## config.mk

```make
export PLATFORM = sky130hd
export DESIGN_NAME = clock_and_frame_sync_unit
export DESIGN_NICKNAME = d
export VERILOG_FILES = /design/src/clock_sync_pkg.sv /design/src/clock_and_frame_sync_unit.sv
export VERILOG_INCLUDE_DIRS = /design/src
export SDC_FILE = /design/constraint.sdc
export NUM_CORES = 1
export LEC_CHECK = 0
export BUFFER_PORTS_ARGS = -buffer_cell sky130_fd_sc_hd__buf_4
export CAP_MARGIN = 5
export CORE_ASPECT_RATIO = 1.5
export CORE_MARGIN = 1
export CORE_UTILIZATION = 50
export DETAILED_ROUTE_END_ITERATION = 8
export HOLD_SLACK_MARGIN = 0.06
export PLACE_DENSITY = 0.77
export SLEW_MARGIN = 5
export SYNTH_ARGS = -nofsm -noshare
export SYNTH_HDL_FRONTEND = slang
export SYNTH_SLANG_ARGS = --single-unit
```

## constraint.sdc

```tcl
create_clock -name clk_in -period 3.9 [get_ports clk_in]
set_input_delay 0.78 -clock clk_in [delete_from_list [all_inputs] [get_ports clk_in]]
set_output_delay 0.78 -clock clk_in [all_outputs]
set_load 0.01 [all_outputs]
```

## src/clock_sync_regs.svh

```systemverilog
`ifndef CLOCK_SYNC_REGS_SVH
`define CLOCK_SYNC_REGS_SVH

`define SYS_CLK_KHZ        8192
`define FRAME_NS           125000
`define PEER_SYNC_NS       488
`define MFRAME_NS          4000000
`define NS_TO_SYS(ns)      (((ns) * `SYS_CLK_KHZ + 500000) / 1000000)
`define FRAME_PERIODS      `NS_TO_SYS(`FRAME_NS)
`define PEER_SYNC_PERIODS  `NS_TO_SYS(`PEER_SYNC_NS)
`define MFRAME_FRAMES      (`MFRAME_NS / `FRAME_NS)
`define REF_SEL_EXT_BIT    1
`define REF_SEL_NEAR_BIT   0
`define BAL_WIDTH          8

`endif

```

## src/clock_sync_pkg.sv

```systemverilog
package clock_sync_pkg;

    typedef enum logic [1:0] {
        DLY_LONG_SLAVE  = 2'b00,
        DLY_LONG_MASTER = 2'b01,
        DLY_RESERVED    = 2'b10,
        DLY_SHORT       = 2'b11
    } delay_mode_t;

    typedef enum logic [1:0] {
        ST_STRAP = 2'b00,
        ST_RUN   = 2'b01
    } strap_state_t;

    typedef struct packed {
        logic [9:0] pcm_rx;
        logic [9:0] pcm_tx;
        logic [9:0] ctrl;
    } align_cfg_t;

    typedef struct packed {
        logic sys_clk;
        logic half_rate;
        logic fast_ctrl;
    } pwr_mask_t;

endpackage : clock_sync_pkg

```

## src/clock_and_frame_sync_unit.sv

```systemverilog
`timescale 1ns/1ps
`include "clock_sync_regs.svh"

module clock_and_frame_sync_unit (
    // Clock and reset
    input  wire logic                      clk_in,
    input  wire logic                      sys_rst_in,
    input  wire logic                      power_on_reset_n,
    // Clock sources and selection
    input  wire logic                      sysclk_source_select,
    input  wire logic                      fast_operating_clk,
    input  wire logic                      crystal_osc_clk,
    input  wire logic                      sys_clk_in,
    input  wire clock_sync_pkg::pwr_mask_t pwr_mask_in,
    // Frame sync
    input  wire logic                      frame_sync_in,
    input  wire logic                      peer_sync_in,
    input  wire logic                      ctrl_highway_used_in,
    input  wire logic                      internal_frame_ref_in,
    input  wire logic                      frame_sync_wide_in,
    input  wire clock_sync_pkg::align_cfg_t align_cfg_in,
    // References
    input  wire logic                      far_ref_clk,
    input  wire logic                      near_ref_clk,
    input  wire logic                      ext_ref_clk,
    input  wire logic                      far_rx_frame_pulse,
    input  wire logic                      near_rx_frame_pulse,
    input  wire logic [6:5]                ref_select_ctrl,
    // Straps
    input  wire logic                      delay_strap_lo,
    input  wire logic                      delay_strap_hi,
    // Clock outputs
    output logic                           sys_clk_out,
    output logic                           half_rate_clk_out,
    output logic                           fast_osc_ctrl_out,
    output logic                           crystal_osc_ctrl_out,
    // Frame and delay mode outputs
    output logic                           frame_sync_out,
    output logic                           peer_sync_out,
    output logic [9:0]                     frame_pos_out,
    output logic [4:0]                     multiframe_out,
    output logic [2:0]                     highway_start_out,
    output logic                           multiframe_start_out,
    output logic                           rx_ts0_mark_out,
    output clock_sync_pkg::delay_mode_t    delay_mode_out
);

    // ********************************
    // Edge detection
    // ********************************
    logic rst;
    logic fast_prev_q, xtal_prev_q, sysin_prev_q, fsync_prev_q, peer_prev_q;
    logic ref_prev_q, rxfp_prev_q;
    logic fast_rise, xtal_rise, sysin_rise, fsync_rise, peer_rise, ref_rise, rxfp_rise;
    logic ref_sel, rxfp_sel;

    assign rst = sys_rst_in | ~power_on_reset_n;

    assign ref_sel = ref_select_ctrl[6] ? ext_ref_clk :
                     (ref_select_ctrl[5] ? near_ref_clk : far_ref_clk);
    assign rxfp_sel = ref_select_ctrl[5] ? near_rx_frame_pulse : far_rx_frame_pulse;

    assign fast_rise  = fast_operating_clk & ~fast_prev_q;
    assign xtal_rise  = crystal_osc_clk & ~xtal_prev_q;
    assign sysin_rise = sys_clk_in & ~sysin_prev_q;
    assign fsync_rise = frame_sync_in & ~fsync_prev_q;
    assign peer_rise  = peer_sync_in & ~peer_prev_q;
    assign ref_rise   = ref_sel & ~ref_prev_q;
    assign rxfp_rise  = rxfp_sel & ~rxfp_prev_q;

    always_ff @(posedge clk_in) begin
        if (rst) begin
            fast_prev_q  <= 1'b0;
            xtal_prev_q  <= 1'b0;
            sysin_prev_q <= 1'b0;
            fsync_prev_q <= 1'b1;
            peer_prev_q  <= 1'b1;
            ref_prev_q   <= 1'b1;
            rxfp_prev_q  <= 1'b1;
        end else begin
            fast_prev_q  <= fast_operating_clk;
            xtal_prev_q  <= crystal_osc_clk;
            sysin_prev_q <= sys_clk_in;
            fsync_prev_q <= frame_sync_in;
            peer_prev_q  <= peer_sync_in;
            ref_prev_q   <= ref_sel;
            rxfp_prev_q  <= rxfp_sel;
        end
    end

    // ********************************
    // Strap capture
    // ********************************
    clock_sync_pkg::strap_state_t st_q, st_d;
    clock_sync_pkg::delay_mode_t  mode_q, mode_d;
    logic                         slave;

    always_comb begin
        st_d   = st_q;
        mode_d = mode_q;
        case (st_q)
            clock_sync_pkg::ST_STRAP: begin
                mode_d = clock_sync_pkg::delay_mode_t'({delay_strap_hi, delay_strap_lo});
                st_d   = clock_sync_pkg::ST_RUN;
            end
            clock_sync_pkg::ST_RUN: begin
                st_d = clock_sync_pkg::ST_RUN;
            end
            default: begin
                st_d = clock_sync_pkg::ST_STRAP;
            end
        endcase
    end

    always_ff @(posedge clk_in) begin
        if (rst) begin
            st_q   <= clock_sync_pkg::ST_STRAP;
            mode_q <= clock_sync_pkg::DLY_SHORT;
        end else begin
            st_q   <= st_d;
            mode_q <= mode_d;
        end
    end

    assign slave          = (mode_q == clock_sync_pkg::DLY_LONG_SLAVE);
    assign delay_mode_out = mode_q;

    // ********************************
    // Clock dividers and oscillator control
    // ********************************
    logic [1:0] div_q, div_d;
    logic       half_q, half_d, fctl_q, fctl_d;
    logic       sco_q, sco_d, hro_q, hro_d, fco_q, fco_d;
    logic [2:0] x8_q, x8_d;
    logic signed [`BAL_WIDTH-1:0] bal_q, bal_d;
    logic       cco_q, cco_d;
    logic       x8_rise;

    assign x8_rise = xtal_rise && (x8_q == 3'h3);

    always_comb begin
        div_d  = div_q;
        half_d = half_q;
        fctl_d = fctl_q;
        x8_d   = x8_q;
        bal_d  = bal_q;
        if (slave && peer_rise) begin
            div_d = 2'h0;
        end else if (sysclk_source_select && fast_rise) begin
            div_d = div_q + 2'h1;
        end else if (!sysclk_source_select && xtal_rise) begin
            div_d = div_q + 2'h2;
        end
        if (sysin_rise) begin
            half_d = ~half_q;
            fctl_d = ~div_q[1];
        end
        if (xtal_rise) begin
            x8_d = x8_q + 3'h1;
        end
        if (ref_rise && !x8_rise && bal_q != 8'sh7f) begin
            bal_d = bal_q + 8'sh01;
        end else if (x8_rise && !ref_rise && bal_q != -8'sh80) begin
            bal_d = bal_q - 8'sh01;
        end
        sco_d = div_d[1] & ~pwr_mask_in.sys_clk;
        hro_d = half_d & ~pwr_mask_in.half_rate;
        fco_d = fctl_d & ~pwr_mask_in.fast_ctrl & ~slave;
        cco_d = ~bal_d[`BAL_WIDTH-1];
    end

    always_ff @(posedge clk_in) begin
        if (rst) begin
            div_q  <= 2'h0;
            half_q <= 1'b0;
            fctl_q <= 1'b0;
            x8_q   <= 3'h0;
            bal_q  <= '0;
            sco_q  <= 1'b0;
            hro_q  <= 1'b0;
            fco_q  <= 1'b0;
            cco_q  <= 1'b1;
        end else begin
            div_q  <= div_d;
            half_q <= half_d;
            fctl_q <= fctl_d;
            x8_q   <= x8_d;
            bal_q  <= bal_d;
            sco_q  <= sco_d;
            hro_q  <= hro_d;
            fco_q  <= fco_d;
            cco_q  <= cco_d;
        end
    end

    assign sys_clk_out          = sco_q;
    assign half_rate_clk_out    = hro_q;
    assign fast_osc_ctrl_out    = fco_q;
    assign crystal_osc_ctrl_out = cco_q;

    // ********************************
    // Frame timing
    // ********************************
    logic [9:0] pos_q, pos_d;
    logic [4:0] mf_q, mf_d;
    logic       fso_q, fso_d, pso_q, pso_d, mfs_q, mfs_d, rxm_q, rxm_d;
    logic [2:0] hws_q, hws_d;
    logic       use_internal, realign;

    assign use_internal = !ctrl_highway_used_in && internal_frame_ref_in;
    assign realign = (!use_internal && fsync_rise) || (slave && peer_rise);

    always_comb begin
        pos_d = pos_q;
        mf_d  = mf_q;
        if (realign) begin
            pos_d = 10'h0;
            if (fsync_rise && ctrl_highway_used_in) begin
                mf_d = 5'h0;
            end
        end else if (sysin_rise) begin
            pos_d = (pos_q == 10'(`FRAME_PERIODS - 1)) ? 10'h0 : pos_q + 10'h1;
            if (pos_q == 10'(`FRAME_PERIODS - 1)) begin
                mf_d = (mf_q == 5'(`MFRAME_FRAMES - 1)) ? 5'h0 : mf_q + 5'h1;
            end
        end
        fso_d = (pos_d == 10'h0) || (frame_sync_wide_in && pos_d == 10'h1);
        pso_d = !slave && (pos_d < 10'(`PEER_SYNC_PERIODS));
        hws_d = 3'h0;
        mfs_d = 1'b0;
        if (sysin_rise) begin
            hws_d[0] = (pos_q == align_cfg_in.pcm_rx);
            hws_d[1] = (pos_q == align_cfg_in.pcm_tx);
            hws_d[2] = (pos_q == align_cfg_in.ctrl);
            mfs_d    = hws_d[2] && (mf_q == 5'h0) && ctrl_highway_used_in;
        end
        rxm_d = rxfp_rise;
    end

    always_ff @(posedge clk_in) begin
        if (rst) begin
            pos_q <= 10'h0;
            mf_q  <= 5'h0;
            fso_q <= 1'b0;
            pso_q <= 1'b0;
            hws_q <= 3'h0;
            mfs_q <= 1'b0;
            rxm_q <= 1'b0;
        end else begin
            pos_q <= pos_d;
            mf_q  <= mf_d;
            fso_q <= fso_d;
            pso_q <= pso_d;
            hws_q <= hws_d;
            mfs_q <= mfs_d;
            rxm_q <= rxm_d;
        end
    end

    assign frame_sync_out       = fso_q;
    assign peer_sync_out        = pso_q;
    assign frame_pos_out        = pos_q;
    assign multiframe_out       = mf_q;
    assign highway_start_out    = hws_q;
    assign multiframe_start_out = mfs_q;
    assign rx_ts0_mark_out      = rxm_q;
endmodule : clock_and_frame_sync_unit

```

After elaboration in Yosys (flattened, before gate mapping)
Index checks and enable logic that the tools add are counted.
{"block": "totals", "regBits": 52, "in_bits": 54, "out_inout_bits": 28, "wordCells": 128}
{"block": "classes", "n_addsub": 7, "magnitude_cmp": 1, "n_eq_ne": 11, "mux": 19, "bitwise": 28, "reduce_logical": 35}
{"cell": "$eq 10x10->1", "n": 3}
{"cell": "$mux 10", "n": 3}
{"cell": "$mux 5", "n": 5}
{"cell": "$mux 8", "n": 2}
{"cell": "$ne 8x8->1 const B", "n": 2}
{"cell": "$not 1->1", "n": 16}
{"cell": "$logic_and 1x1->1", "n": 15}
{"cell": "$and 1x1->1", "n": 11}
{"cell": "$add 10x1->10 const B", "n": 1}
{"cell": "$eq 10x1->1 const B", "n": 1}
{"cell": "$eq 10x10->1 const B", "n": 1}
{"cell": "$logic_not 10->1", "n": 1}
{"cell": "$lt 10x3->1 const B", "n": 1}
{"cell": "$add 8x2->8 const B", "n": 1}
{"cell": "$reduce_bool 2->1", "n": 4}
{"cell": "$sub 8x2->8 const B", "n": 1}
{"cell": "$logic_not 1->1", "n": 6}
{"cell": "$mux 1", "n": 6}
{"cell": "$mux 2", "n": 3}
{"cell": "$reduce_or 2->1", "n": 3}
{"cell": "$add 5x1->5 const B", "n": 1}
{"cell": "$eq 5x5->1 const B", "n": 1}
{"cell": "$logic_not 5->1", "n": 1}
{"cell": "$logic_not 2->1", "n": 2}
{"cell": "9 further kinds", "n": 10}

Logic depth before layout (Yosys ltp)
Gate-level depths: netlist (run 1).
{"block": "logic_depth", "depth_word": 9, "mapped_depth": 7, "mapped_depth_nobuf": 7}

Least setup slack after synthesis (run 1)
OpenSTA, ideal clock, no wires.
{"block": "synth_path", "kind": "input to register", "start": "input ref_select_ctrl[5] (netlist name)", "end": "register bal_q[7]", "setup_time_ns": 0.121, "t_arrival_ns": 2.036, "required_time_ns": 3.779, "slack_ns": 1.743, "cell_stages": 5, "n_path_buf": 0, "cell_sequence": "mux2i_1 > a211o_1 > nor4_4 > a22oi_4 > mux2_4"}
{"block": "synth_via", "elab_chain_len": 8, "elab_cells_between_ends": 10, "cone_classes": "4 x mux; 1 x bitwise; 5 x reduce/logical"}
{"item": "start, declared", "line": "clock_and_frame_sync_unit.sv:28", "source": "input wire logic [6:5] ref_select_ctrl,"}
{"item": "$mux 1 (*)", "line": "clock_and_frame_sync_unit.sv:60", "source": "(ref_select_ctrl[5] ? near_ref_clk : far_ref_clk);"}
{"item": "$mux 1 (*)", "line": "clock_and_frame_sync_unit.sv:59", "source": "assign ref_sel = ref_select_ctrl[6] ? ext_ref_clk :"}
{"item": "$and 1x1->1 (*)", "line": "clock_and_frame_sync_unit.sv:68", "source": "assign ref_rise = ref_sel & ~ref_prev_q;"}
{"item": "$logic_not 1->1", "line": "clock_and_frame_sync_unit.sv:163", "source": "end else if (x8_rise && !ref_rise && bal_q != -8'sh80) begin"}
{"item": "$logic_and 1x1->1 (2 in series)", "line": "clock_and_frame_sync_unit.sv:163"}
{"item": "$mux 8", "line": "clock_and_frame_sync_unit.sv:163"}
{"item": "$mux 8 (*)", "line": "clock_and_frame_sync_unit.sv:161", "source": "if (ref_rise && !x8_rise && bal_q != 8'sh7f) begin"}
{"item": "end signal, assigned", "line": "clock_and_frame_sync_unit.sv:188", "source": "bal_q <= bal_d;"}
{"item": "end, declared", "line": "clock_and_frame_sync_unit.sv:135", "source": "logic signed [`BAL_WIDTH-1:0] bal_q, bal_d;"}
Mark *: on every way between the ends. The rest lies on a longest branch, timed or not. The select of a mux whose other input is x is not followed.
A chain may end at the register's enable or synchronous reset.

Final worst setup path (run 1)
{"block": "layout_path", "start": "register pos_q[0], in the netlist frame_pos_out[0]", "end": "register mf_q[3], in the netlist multiframe_out[3]"}
{"block": "layout_via", "elab_chain_len": 3}
{"item": "start, declared", "line": "clock_and_frame_sync_unit.sv:204", "source": "logic [9:0] pos_q, pos_d;"}
{"item": "start signal, assigned", "line": "clock_and_frame_sync_unit.sv:250", "source": "pos_q <= pos_d;"}
{"item": "$eq 10x10->1", "line": "clock_and_frame_sync_unit.sv:223", "source": "if (pos_q == 10'(`FRAME_PERIODS - 1)) begin"}
{"item": "$reduce_bool 2->1 (no line)"}
{"item": "$reduce_and 3->1 (no line)"}
{"item": "end signal, assigned", "line": "clock_and_frame_sync_unit.sv:251", "source": "mf_q <= mf_d;"}
{"item": "end, declared", "line": "clock_and_frame_sync_unit.sv:205", "source": "logic [4:0] mf_q, mf_d;"}
No other way between the ends.

==> results of run 1 <==
-- flip-flops by register name, summed over array words and instances (netlist names), 2 cells and up --
signal             count
multiframe_out         5
delay_mode_out         2
frame_pos_out         10
x8_q                   3
bal_q                  8
highway_start_out      3
div_q                  2
-- where the power goes --
| part | internal (W) | total [W] | switching [W] |
|---|---|---|---|
| clock network | 0.000162 | 0.000328 | 0.000166 |
| registers | 0.000531 | 0.000538 | 0.00000721 |
| logic | 0.0000678 | 0.000119 | 0.0000507 |
| total | 0.000760 | 0.000985 | 0.000224 |
-- worst paths after layout --
check | startpoint | endpoint | slack (ns) | depth (start not counted)
worst max-delay path | frame_pos_out[0]$_SDFF_PP0_ | multiframe_out[3]$_SDFFE_PP0P_ | 1.69 | 6
worst min-delay path | rxfp_prev_q$_SDFF_PP1_ | rx_ts0_mark_out$_SDFF_PP0_ | 0.39 | 1
worst max register to register | frame_pos_out[0]$_SDFF_PP0_ | multiframe_out[3]$_SDFFE_PP0P_ | 1.69 | 6
worst min register to register | rxfp_prev_q$_SDFF_PP1_ | rx_ts0_mark_out$_SDFF_PP0_ | 0.39 | 1
-- critical path, delay by kind of cell, from the launching register on --
| family | cells | cell delay [ns] |
|---|---|---|
| and+or+nand+nor | 3 | 0.92 |
| AOI/OAI and AO/OA | 2 | 0.33 |
| adders and majority gates | 1 | 0.34 |
| DFF | 1 | 0.55 |
-- final cells by class --
type / count / area share
Clock buffer: 7 / 0.0267
Clock inverter: 1 / 0.00208
Inverter: 11 / 0.0114
Multi-Input combinational cell: 245 / 0.483
Sequential cell: 51 / 0.283
Tap cell: 70 / 0.0242
Timing Repair Buffer: 82 / 0.170
-- layer usage --
metal / track usage / wire length (um)
met3: 0.0323 / 278
met2: 0.423 / 3590
met5: 0 / 0
met1: 0.232 / 2550
met4: 0.0909 / 101
-- placed cells by master, fill, tap and decap left out, types with 2 or more instances in the layout --
master / instances
a22oi_1: 2
o211ai_1: 4
nor3b_1: 5
or3_1: 2
and3_1: 5
nand3_1: 7
inv_1: 11
or4b_1: 2
o21ai_0: 3
a221oi_1: 2
nor2b_1: 7
clkbuf_8: 7
xnor2_1: 20
nand3b_1: 2
a211oi_1: 3
nand2b_1: 9
nor4_1: 9
and4_1: 2
a21o_1: 2
xor2_1: 22
dfxtp_1: 51
nand4_1: 7
and2_1: 4
o22ai_1: 2
nand3_2: 2
nor3_1: 5
buf_4: 82
ha_1: 9
o31ai_1: 2
a21oi_1: 9
and3b_1: 2
a211o_1: 3
nand2_1: 32
nor2_1: 25
or2_2: 2
mux2i_1: 11
-- metrics by stage --
stage                     cell area, um^2  setup slack (ns)
after floorplan                      2890              1.74
after global placement               3510              1.42
after detailed placement             3510              1.35
after CTS                            3610              1.67
after global routing                 3610              1.51
final                                3610              1.69
-- kinds of logic (layout without fill, tap and decap cells) --
| group | Yosys count | after routing | share of synthesized area |
|---|---|---|---|
| muxes | 13 | 13 | 0.0472 |
| adders and majority gates | 9 | 9 | 0.0390 |
| buffers and inverters | 27 | 101 | 0.0425 |
| and+or+nand+nor | 140 | 140 | 0.281 |
| AOI/OAI and AO/OA | 41 | 41 | 0.109 |
| DFF | 51 | 51 | 0.354 |
| xor gates and xnor gates | 42 | 42 | 0.127 |
==> out/results.ini, run 1 <==
[setup_path]
start_kind=register
cp_max_fo=8
crit_type=register to register
worst_setup_path_end_kind=register
critPathRequiredTime_ns=4.13
cpPeakStageDelay_ns=0.55
arrival_ns=2.44
crit_chain=ha_1 -> nand3_1 -> nor3_4 -> a31oi_2 -> or4b_1 -> a21oi_1
critical-path-slowest-cell=dfxtp_1

[layout]
multi_input_area_um2=1740
fin_nets=459
area_delta_synth_final_pct=25.1
regArea_um2=1020
final_cell_count_no_fill=467
fill_cells=496
utilization=0.653
antenna_cells=0
drive_gt1_frac=0.270

[logic_synthesis]
yosysTopAreaCellShare=0.354
post-synth-top-count-cell=dfxtp_1
avgSynthCellArea_um2=8.94
synthArstFlopShare=0
synth-seq-cells=51
yosysSeqAreaShare=0.354
synthTopCellsByCount=dfxtp_1, nand2_1, nor2_1
synth_edf_count=0
synthCells=323
ys_warn_count=0
synth.distinct_cells=59
synthTopCellsByArea=dfxtp_1, xor2_1, xnor2_1
synth_fp_nets=386
synth-main-ff-cell=dfxtp_1
syn_area_um2=2890
synth_top_area_cell=dfxtp_1

[power]
p_leak_nw=1.53
cellPowerDensity_nw_per_um2=273
power_w=0.000985
ir_drop_mv=0.173

[routing]
drcViolationCount=0
via_count=2554
dr.pass1.iters=4
finalWirelength_um=6510
first_iter_violations=109
viasPerCell=5.47
antenna_left=0
routedWlPerCell_um=13.9

[die]
io_pins=82
start_util=0.522
die_w_um=64.0
dieArea_um2=6090
fp.dieH_um=95.1
rows=33
coreArea_um2=5530

[clock_tree]
h-tree-depth=2
cts_buffers=5
clkLatencyLatePin_ns=0.30
cts.sinks=51
cts_tree=built
cts_setup_buffers=0
cts_hold_buf=0
clk_path_buf_depth=2
cts-root-buf=clkbuf_8
clkSlewWorstSetupHoldPaths_ns=0.09
ctsResizeCount=0

[sta]
hold_ws_ns=0.394
worst-slew-pin-transition_ns=0.721
fin_crit_ns=2.21
slew_viol_final=0
fmax_ghz=0.453
final-hold-violation-count=0
maxSlewHeadroom=0.519
tns_ns=0
setup_viol=0
finalCritPeriodShare=0.567
rsz0062_at_grt=no
clock_skew_ns=0.00546

[min_path]
hp-class=register to register

[run_status]
status=finished, final reports clean

[place]
place_inst=459
port_buffers=81
gp_congestion=0.820
post-dp-hpwl_um=5060

[grt]
grt_max_degree=27
grt_pass1_wl_um=10400
grt_pass1_vias=2421
grt_overflow_total=0
antenna_found_initial=0
grt.total_usage=0.219

[run]
maxCapViolCount=0

(Power assumes the default switching activity.)
==> inputs of run 2 (changes only) <==
--- a/config.mk
+++ b/config.mk
@@ -6,11 +6,12 @@
 export SDC_FILE = /design/constraint.sdc
 export NUM_CORES = 1
 export LEC_CHECK = 0
+export ABC_AREA = 1
 export BUFFER_PORTS_ARGS = -buffer_cell sky130_fd_sc_hd__buf_4
 export CAP_MARGIN = 5
 export CORE_ASPECT_RATIO = 1.5
 export CORE_MARGIN = 1
-export CORE_UTILIZATION = 50
+export CORE_UTILIZATION = 48
 export DETAILED_ROUTE_END_ITERATION = 8
 export HOLD_SLACK_MARGIN = 0.06
 export PLACE_DENSITY = 0.77
==> constraint.sdc (replaced) <==
create_clock -name clk_in -period 1.8 [get_ports clk_in]
set_input_delay 0.36 -clock clk_in [delete_from_list [all_inputs] [get_ports clk_in]]
set_output_delay 0.36 -clock clk_in [all_outputs]
set_load 0.01 [all_outputs]
==> run 2 against run 1 <==
  * Worst hold slack lost 0.19 ns
  * First-iteration DRC count shrank 18%
  * Critical path depth grew 4
  * Global-route usage grew 0.98 points
  * Combinational power grew to 2.5 times the previous value
  * Non-clock buffer count grew 8
  * Largest cell class unchanged
==> out/results.ini, run 2 <==
[clock_tree]
h-tree-depth=2  ; unchanged
cts_hold_buf=0  ; unchanged
cts_buffers=5  ; unchanged
cts-root-buf=clkbuf_8
cts_setup_buffers=0  ; unchanged
cts.sinks=51  ; unchanged
clkSlewWorstSetupHoldPaths_ns=0.10  ; about the same
cts_tree=built
clk_path_buf_depth=2  ; unchanged
clkLatencyLatePin_ns=0.30  ; about the same

[routing]
antenna_left=0  ; unchanged
finalWirelength_um=7270  ; +12%
viasPerCell=5.07  ; -7.4%
drcViolationCount=0  ; unchanged
routedWlPerCell_um=12.7  ; -9.3%
via_count=2913  ; +14%
dr.pass1.iters=5  ; +1
first_iter_violations=89  ; -18%

[grt]
grt.total_usage=0.228  ; +0.00976
grt_overflow_total=0  ; unchanged
grt_pass1_vias=2744  ; +13%
antenna_found_initial=0  ; unchanged
grt_max_degree=27  ; unchanged
grt_pass1_wl_um=11600  ; +11%

[run]
maxCapViolCount=0  ; unchanged

[setup_path]
cpPeakStageDelay_ns=0.33  ; -0.22 ns
critPathBufInv=2  ; +2
cp_top_family=simple AND/OR/NAND/NOR gates
start_kind=register
worst_setup_path_end_kind=register
arrival_ns=1.82  ; -0.62 ns
critical-path-slowest-cell=dfxtp_1
r2r_start=x8_q[0]$_SDFFE_PP0P_
timing.critical_path.depth=10  ; +4
regToRegSetupSlack_ns=0.18  ; -1.51 ns
crit_chain=ha_1 -> ha_1 -> nand2_1 -> inv_1 -> a21oi_4 -> nand2_2 -> nand2_2 -> inv_1 -> nor2_1 -> nor2_1
r2r_end=bal_q[6]$_SDFFE_PP0P_
crit_type=register to register
critPathRequiredTime_ns=2.00  ; -2.13 ns
reg2reg_depth=10  ; +4
cp_max_fo=8  ; unchanged

[die]
dieArea_um2=6570  ; +8.0%
start_util=0.507  ; -0.0147
fp.dieH_um=98.8  ; +3.9%
coreArea_um2=5910  ; +6.9%
io_pins=82  ; unchanged
rows=34  ; +3.0%
die_w_um=66.5  ; +3.9%

[sta]
final-hold-violation-count=0  ; unchanged
slew_viol_final=0  ; unchanged
rsz0062_at_grt=no
fmax_ghz=0.616  ; +36%
clock_skew_ns=0.00997  ; +0.00451 ns
tns_ns=0  ; unchanged
maxSlewHeadroom=0.755  ; +0.236
setup_viol=0  ; unchanged
fin_crit_ns=1.62  ; -0.586 ns
worst-slew-pin-transition_ns=0.367  ; -0.354 ns
finalCritPeriodShare=0.902  ; +0.335
hold_ws_ns=0.205  ; -0.189 ns

[layout]
drive_gt1_frac=0.258  ; -0.0111
area_delta_synth_final_pct=26.5
mostFrequentLayoutCell=buf_4
utilization=0.641  ; -0.0117
fin_area_um2=3790  ; +5.0%
antenna_cells=0  ; unchanged
final_cell_mix=buf_4, nand2_1, nor2_1
largest_reg_flops=10  ; unchanged
fin_nets=566  ; +23%

[place]
gp_congestion=0.942  ; +15%
place_area_um2=3700  ; +5.4%
port_buffers=81  ; unchanged
post-dp-hpwl_um=5790  ; +14%

[power]
ir_drop_mv=0.603  ; +250%
cellPowerDensity_nw_per_um2=556  ; +100%
p_leak_nw=1.85  ; +21%
power_w=0.00211  ; +110%

[logic_synthesis]
synth_top_area_cell=dfxtp_1
ys_warn_count=0  ; unchanged
yosysTopAreaCellShare=0.341  ; -0.0131
synthTopCellsByCount=nand2_1, nor2_1, dfxtp_1
synthTopCellsByArea=dfxtp_1, nand2_1, nor2_1
synth.distinct_cells=41  ; -31%
avgSynthCellArea_um2=7.14  ; -20%
synthCells=420  ; +30%
post-synth-top-count-cell=nand2_1
yosysSeqAreaShare=0.341  ; -0.0131
synth_edf_count=0  ; unchanged
synth-seq-cells=51  ; unchanged
syn_area_um2=3000  ; +3.9%
synth_fp_nets=483  ; +25%
synth-main-ff-cell=dfxtp_1
synthArstFlopShare=0  ; unchanged

[min_path]
hold_end=half_rate_clk_out$_SDFF_PP0_
holdCritStartpoint=pwr_mask_in[1]
holdPathStages=2  ; +1
hp-class=input pin to register

[run_status]
status=finished, final reports clean

[run 2: cell count changes after synthesis, moves of 7 or more]
cell | previous run | this run
nor2_1 | 25 | 58
nor4_1 | 9 | 0
nand2_2 | 0 | 8
o21ai_0 | 3 | 11
nor3_1 | 5 | 15
nand2b_1 | 9 | 0
mux2i_1 | 11 | 1
nand3_1 | 7 | 37
inv_1 | 11 | 47
nor2b_1 | 7 | 0
nand2_1 | 32 | 73
[run 2: layer usage]
metal | up-vias | GRT usage | part of all wire
li1 | 1500 | - | -
met5 | - | 0 | 0
met2 | 98 | 0.456 | 0.55
met1 | 1304 | 0.228 | 0.38
met4 | 0 | 0.0851 | 0.018
met3 | 11 | 0.0266 | 0.049
[run 2: where the power goes]
group          total, W  internal [W]  switching [W]
logic          0.000298      0.000155       0.000144
clock network  0.000644      0.000267       0.000377
registers       0.00117       0.00115      0.0000138
total           0.00211       0.00158       0.000534
[run 2: how the worst max path moves through the flow]
stage                          startpoint                    end  slack, ns
floorplan            x8_q[0]$_SDFFE_PP0P_  bal_q[6]$_SDFFE_PP0P_       0.34
global placement     x8_q[0]$_SDFFE_PP0P_  bal_q[6]$_SDFFE_PP0P_       0.19
detailed placement   x8_q[0]$_SDFFE_PP0P_  bal_q[6]$_SDFFE_PP0P_       0.16
CTS                  x8_q[0]$_SDFFE_PP0P_  bal_q[6]$_SDFFE_PP0P_       0.14
global route        bal_q[4]$_SDFFE_PP0P_  bal_q[0]$_SDFFE_PP0P_       0.02
finish               x8_q[0]$_SDFFE_PP0P_  bal_q[6]$_SDFFE_PP0P_       0.18
[run 2: layout make-up]
type                    instances  area, um^2
clock buffers                   5        68.8
clock inverters                 2        13.8
fillers                       532        2120
inverters                      51         194
multi-input cells             304        1720
flip-flops and latches         51        1020
well taps                      72        90.1
repair buffers                 90         688
[run 2: timing repair]
action | in CTS | in global routing
hold endpoints to repair | 0 | 0
gates resized for setup | 0 | 2
endpoints found under the setup margin | 0 | 2
[run 2: logic make-up (layout without fill, tap and decap cells)]
| kind of cell | after synthesis | count (layout) | synth area share |
|---|---|---|---|
| simple gates | 223 | 223 | 0.350 |
| compound gates | 34 | 34 | 0.0697 |
| mux | 1 | 1 | 0.00334 |
| xor+xnor | 37 | 37 | 0.108 |
| flops | 51 | 51 | 0.341 |
| fa+ha+maj | 9 | 9 | 0.0376 |
| buf+inv | 65 | 148 | 0.0906 |
[run 2: through the flow]
step           worst slack [ns]  cells
6_report                  0.177    575
5_1_grt                  0.0217    575
4_1_cts                   0.139    575
3_5_place_dp              0.161    568
3_3_place_gp              0.191    568
2_1_floorplan             0.338    420
==> inputs of run 3 (changes only) <==
--- a/config.mk
+++ b/config.mk
@@ -11,7 +11,7 @@
 export CAP_MARGIN = 5
 export CORE_ASPECT_RATIO = 1.5
 export CORE_MARGIN = 1
-export CORE_UTILIZATION = 48
+export CORE_UTILIZATION = 50
 export DETAILED_ROUTE_END_ITERATION = 8
 export HOLD_SLACK_MARGIN = 0.06
 export PLACE_DENSITY = 0.77
==> constraint.sdc (replaced) <==
create_clock -name clk_in -period 1.96 [get_ports clk_in]
set_input_delay 0.392 -clock clk_in [delete_from_list [all_inputs] [get_ports clk_in]]
set_output_delay 0.392 -clock clk_in [all_outputs]
set_load 0.01 [all_outputs]
==> run 3 against run 2 <==
  * Power decreased by 6.5%
  * First-iteration DRC count grew 20%
  * Global-route usage rose by 1.1 points
  * Combinational power fell by 8.7%
  * Wire length up 0.25%
  * Register-to-register slack improved by 0.13 ns
  * Clock power fell by 2%
  * Worst hold slack better by 0.018 ns
  * Clock skew is 0.0019 ns lower
  * Worst setup slack better by 0.13 ns
  * Non-clock buffer count down 1
  * Cell count did not move
  * Largest cell class unchanged
  * Largest power group unchanged
==> out/results.ini, run 3 (synthesized netlist as in run 2, its figures left out) <==
[run_status]
status=finished, final reports clean

[setup_path]
critPathBufInv=1  ; -1
r2r_start=bal_q[1]$_SDFFE_PP0P_
critical_path.startpoint=bal_q[1]$_SDFFE_PP0P_
cp_top_family=simple AND/OR/NAND/NOR gates
reg2reg_depth=9  ; -1
arrival_ns=1.89  ; +0.07 ns
critical-path-slowest-cell=dfxtp_1
crit_chain=ha_1 -> nand2_1 -> nor2_1 -> a21oi_2 -> nand2_2 -> nand2_2 -> inv_1 -> nand2_1 -> a21oi_1
worst_setup_path_end_kind=register
cp_max_fo=8  ; unchanged
critPathRequiredTime_ns=2.19  ; +0.19 ns
critPathCapture=bal_q[1]$_SDFFE_PP0P_
crit_type=register to register
start_kind=register
regToRegSetupSlack_ns=0.31  ; +0.13 ns
timing.critical_path.depth=9  ; -1
cpPeakStageDelay_ns=0.40  ; +0.07 ns
r2r_end=bal_q[1]$_SDFFE_PP0P_

[power]
cellPowerDensity_nw_per_um2=523  ; -6.0%
p_leak_nw=1.84  ; -0.56%
pwr-share-seq=0.544  ; -0.009
p_sw_w=0.000514  ; -3.7%
p_int_w=0.00146  ; -7.5%
ir_drop_mv=0.613  ; +1.6%
comb_power_share=0.138  ; -0.003
power_frac_clock=0.318  ; +0.013
sw_frac_of_total=0.261  ; +0.00760

[routing]
viasPerCell=5.10  ; +0.58%
first_iter_violations=107  ; +20%
finalWirelength_um=7290  ; +0.25%
via_count=2930  ; +0.58%
routedWlPerCell_um=12.7  ; +0.25%
antenna_left=0  ; unchanged
drcViolationCount=0  ; unchanged
dr.pass1.iters=4  ; -1

[clock_tree]
cts.sinks=51  ; unchanged
cts_setup_buffers=0  ; unchanged
clkSlewWorstSetupHoldPaths_ns=0.10  ; about the same
clk_path_buf_depth=2  ; unchanged
h-tree-depth=2  ; unchanged
cts_buffers=5  ; unchanged
cts-root-buf=clkbuf_8
clkLatencyLatePin_ns=0.31  ; about the same
cts_hold_buf=0  ; unchanged
cts_tree=built
ctsResizeCount=0  ; unchanged

[die]
coreArea_um2=5790  ; -2.2%
start_util=0.518  ; +0.0112
dieArea_um2=6320  ; -3.9%
fp.dieH_um=96.8  ; -2.0%
rows=34  ; unchanged
die_w_um=65.2  ; -2.0%
io_pins=82  ; unchanged

[layout]
drive_gt1_frac=0.256  ; -0.00199
antenna_cells=0  ; unchanged
fill_cells=523  ; -1.7%
utilization=0.652  ; +0.0107
fin_nets=565  ; -0.18%
mostFrequentLayoutCell=buf_4
final_cell_mix=buf_4, nand2_1, nor2_1
area_delta_synth_final_pct=25.8
final_cell_count_no_fill=575  ; unchanged
largest_reg_flops=10  ; unchanged

[place]
post-dp-hpwl_um=5790  ; about the same
place_inst=567  ; -0.18%
port_buffers=81  ; unchanged
gp_congestion=1.01  ; +7.6%

[grt]
grt_pass1_wl_um=12000  ; +3.2%
grt_max_degree=25  ; -7.4%
grt.total_usage=0.239  ; +0.0110
antenna_found_initial=0  ; unchanged
grt_pass1_vias=2830  ; +3.1%
grt_overflow_total=0  ; unchanged

[sta]
maxSlewHeadroom=0.504  ; -0.251
rsz0062_at_grt=no
slew_viol_final=0  ; unchanged
finalCritPeriodShare=0.843  ; -0.0585
worst-slew-pin-transition_ns=0.743  ; +0.376 ns
tns_ns=0  ; unchanged
fmax_ghz=0.605  ; -1.8%
setup_viol=0  ; unchanged
clock_skew_ns=0.00808  ; -0.00188 ns
fin_crit_ns=1.65  ; +0.0296 ns
final-hold-violation-count=0  ; unchanged

[min_path]
hp-class=input pin to register

[run]
maxCapViolCount=0  ; unchanged

[run 3: changes by cell type in the layout (fill, tap and decap cells not counted)]
cell,previous run,this run
a21oi_2,0,1
a21oi_4,1,0
buf_12,1,0
clkinv_4,1,0
clkinvlp_4,0,1
inv_8,0,1
nor2_1,57,58
nor2_2,7,6
[run 3: per-layer routing]
layer | routed length [um] | global-route usage | part of all wire
met1 | 2800 | 0.242 | 0.38
met2 | 3910 | 0.458 | 0.54
met3 | 358 | 0.0354 | 0.049
met4 | 228 | 0.107 | 0.031
met5 | 0 | 0 | 0
[run 3: power groups by stage]
stage | Sequential (W) | Clock, W | Combinational, W
2_1_floorplan | 0.00110 | 0 | 0.000133
3_3_place_gp | 0.00110 | 0 | 0.000267
3_5_place_dp | 0.00110 | 0 | 0.000272
4_1_cts | 0.00107 | 0.000646 | 0.000274
5_1_grt | 0.00108 | 0.000683 | 0.000303
6_report | 0.00107 | 0.000628 | 0.000272
[run 3: cell type report]
class	instances	area, um^2	share of cell area
well taps	72	90.1	0.0239
clock inverters	3	23.8	0.00630
repair buffers	89	668	0.177
flip-flops and latches	51	1020	0.271
clock buffers	5	68.8	0.0182
multi-input cells	304	1710	0.452
inverters	51	194	0.0514
[run 3: worst min-delay path by stage]
stage	startpoint	slack (ns)	end	cells after the start
2_1_floorplan	rxfp_prev_q$_SDFF_PP1_	0.38	rx_ts0_mark_out$_SDFF_PP0_	1
3_3_place_gp	rxfp_prev_q$_SDFF_PP1_	0.39	rx_ts0_mark_out$_SDFF_PP0_	1
3_5_place_dp	rxfp_prev_q$_SDFF_PP1_	0.41	rx_ts0_mark_out$_SDFF_PP0_	1
4_1_cts	pwr_mask_in[0]	0.22	fast_osc_ctrl_out$_SDFF_PP0_	2
5_1_grt	pwr_mask_in[0]	0.21	fast_osc_ctrl_out$_SDFF_PP0_	2
6_report	pwr_mask_in[0]	0.22	fast_osc_ctrl_out$_SDFF_PP0_	2
[run 3: per-stage QoR]
stage	area (um^2)	hold slack (ns)	power, W	setup WS [ns]
3_3_place_gp	3680	0.387	0.00136	0.307
3_5_place_dp	3680	0.407	0.00137	0.269
2_1_floorplan	3000	0.376	0.00123	0.498
4_1_cts	3770	0.220	0.00199	0.314
5_1_grt	3770	0.211	0.00206	0.145
6_report	3770	0.223	0.00197	0.307
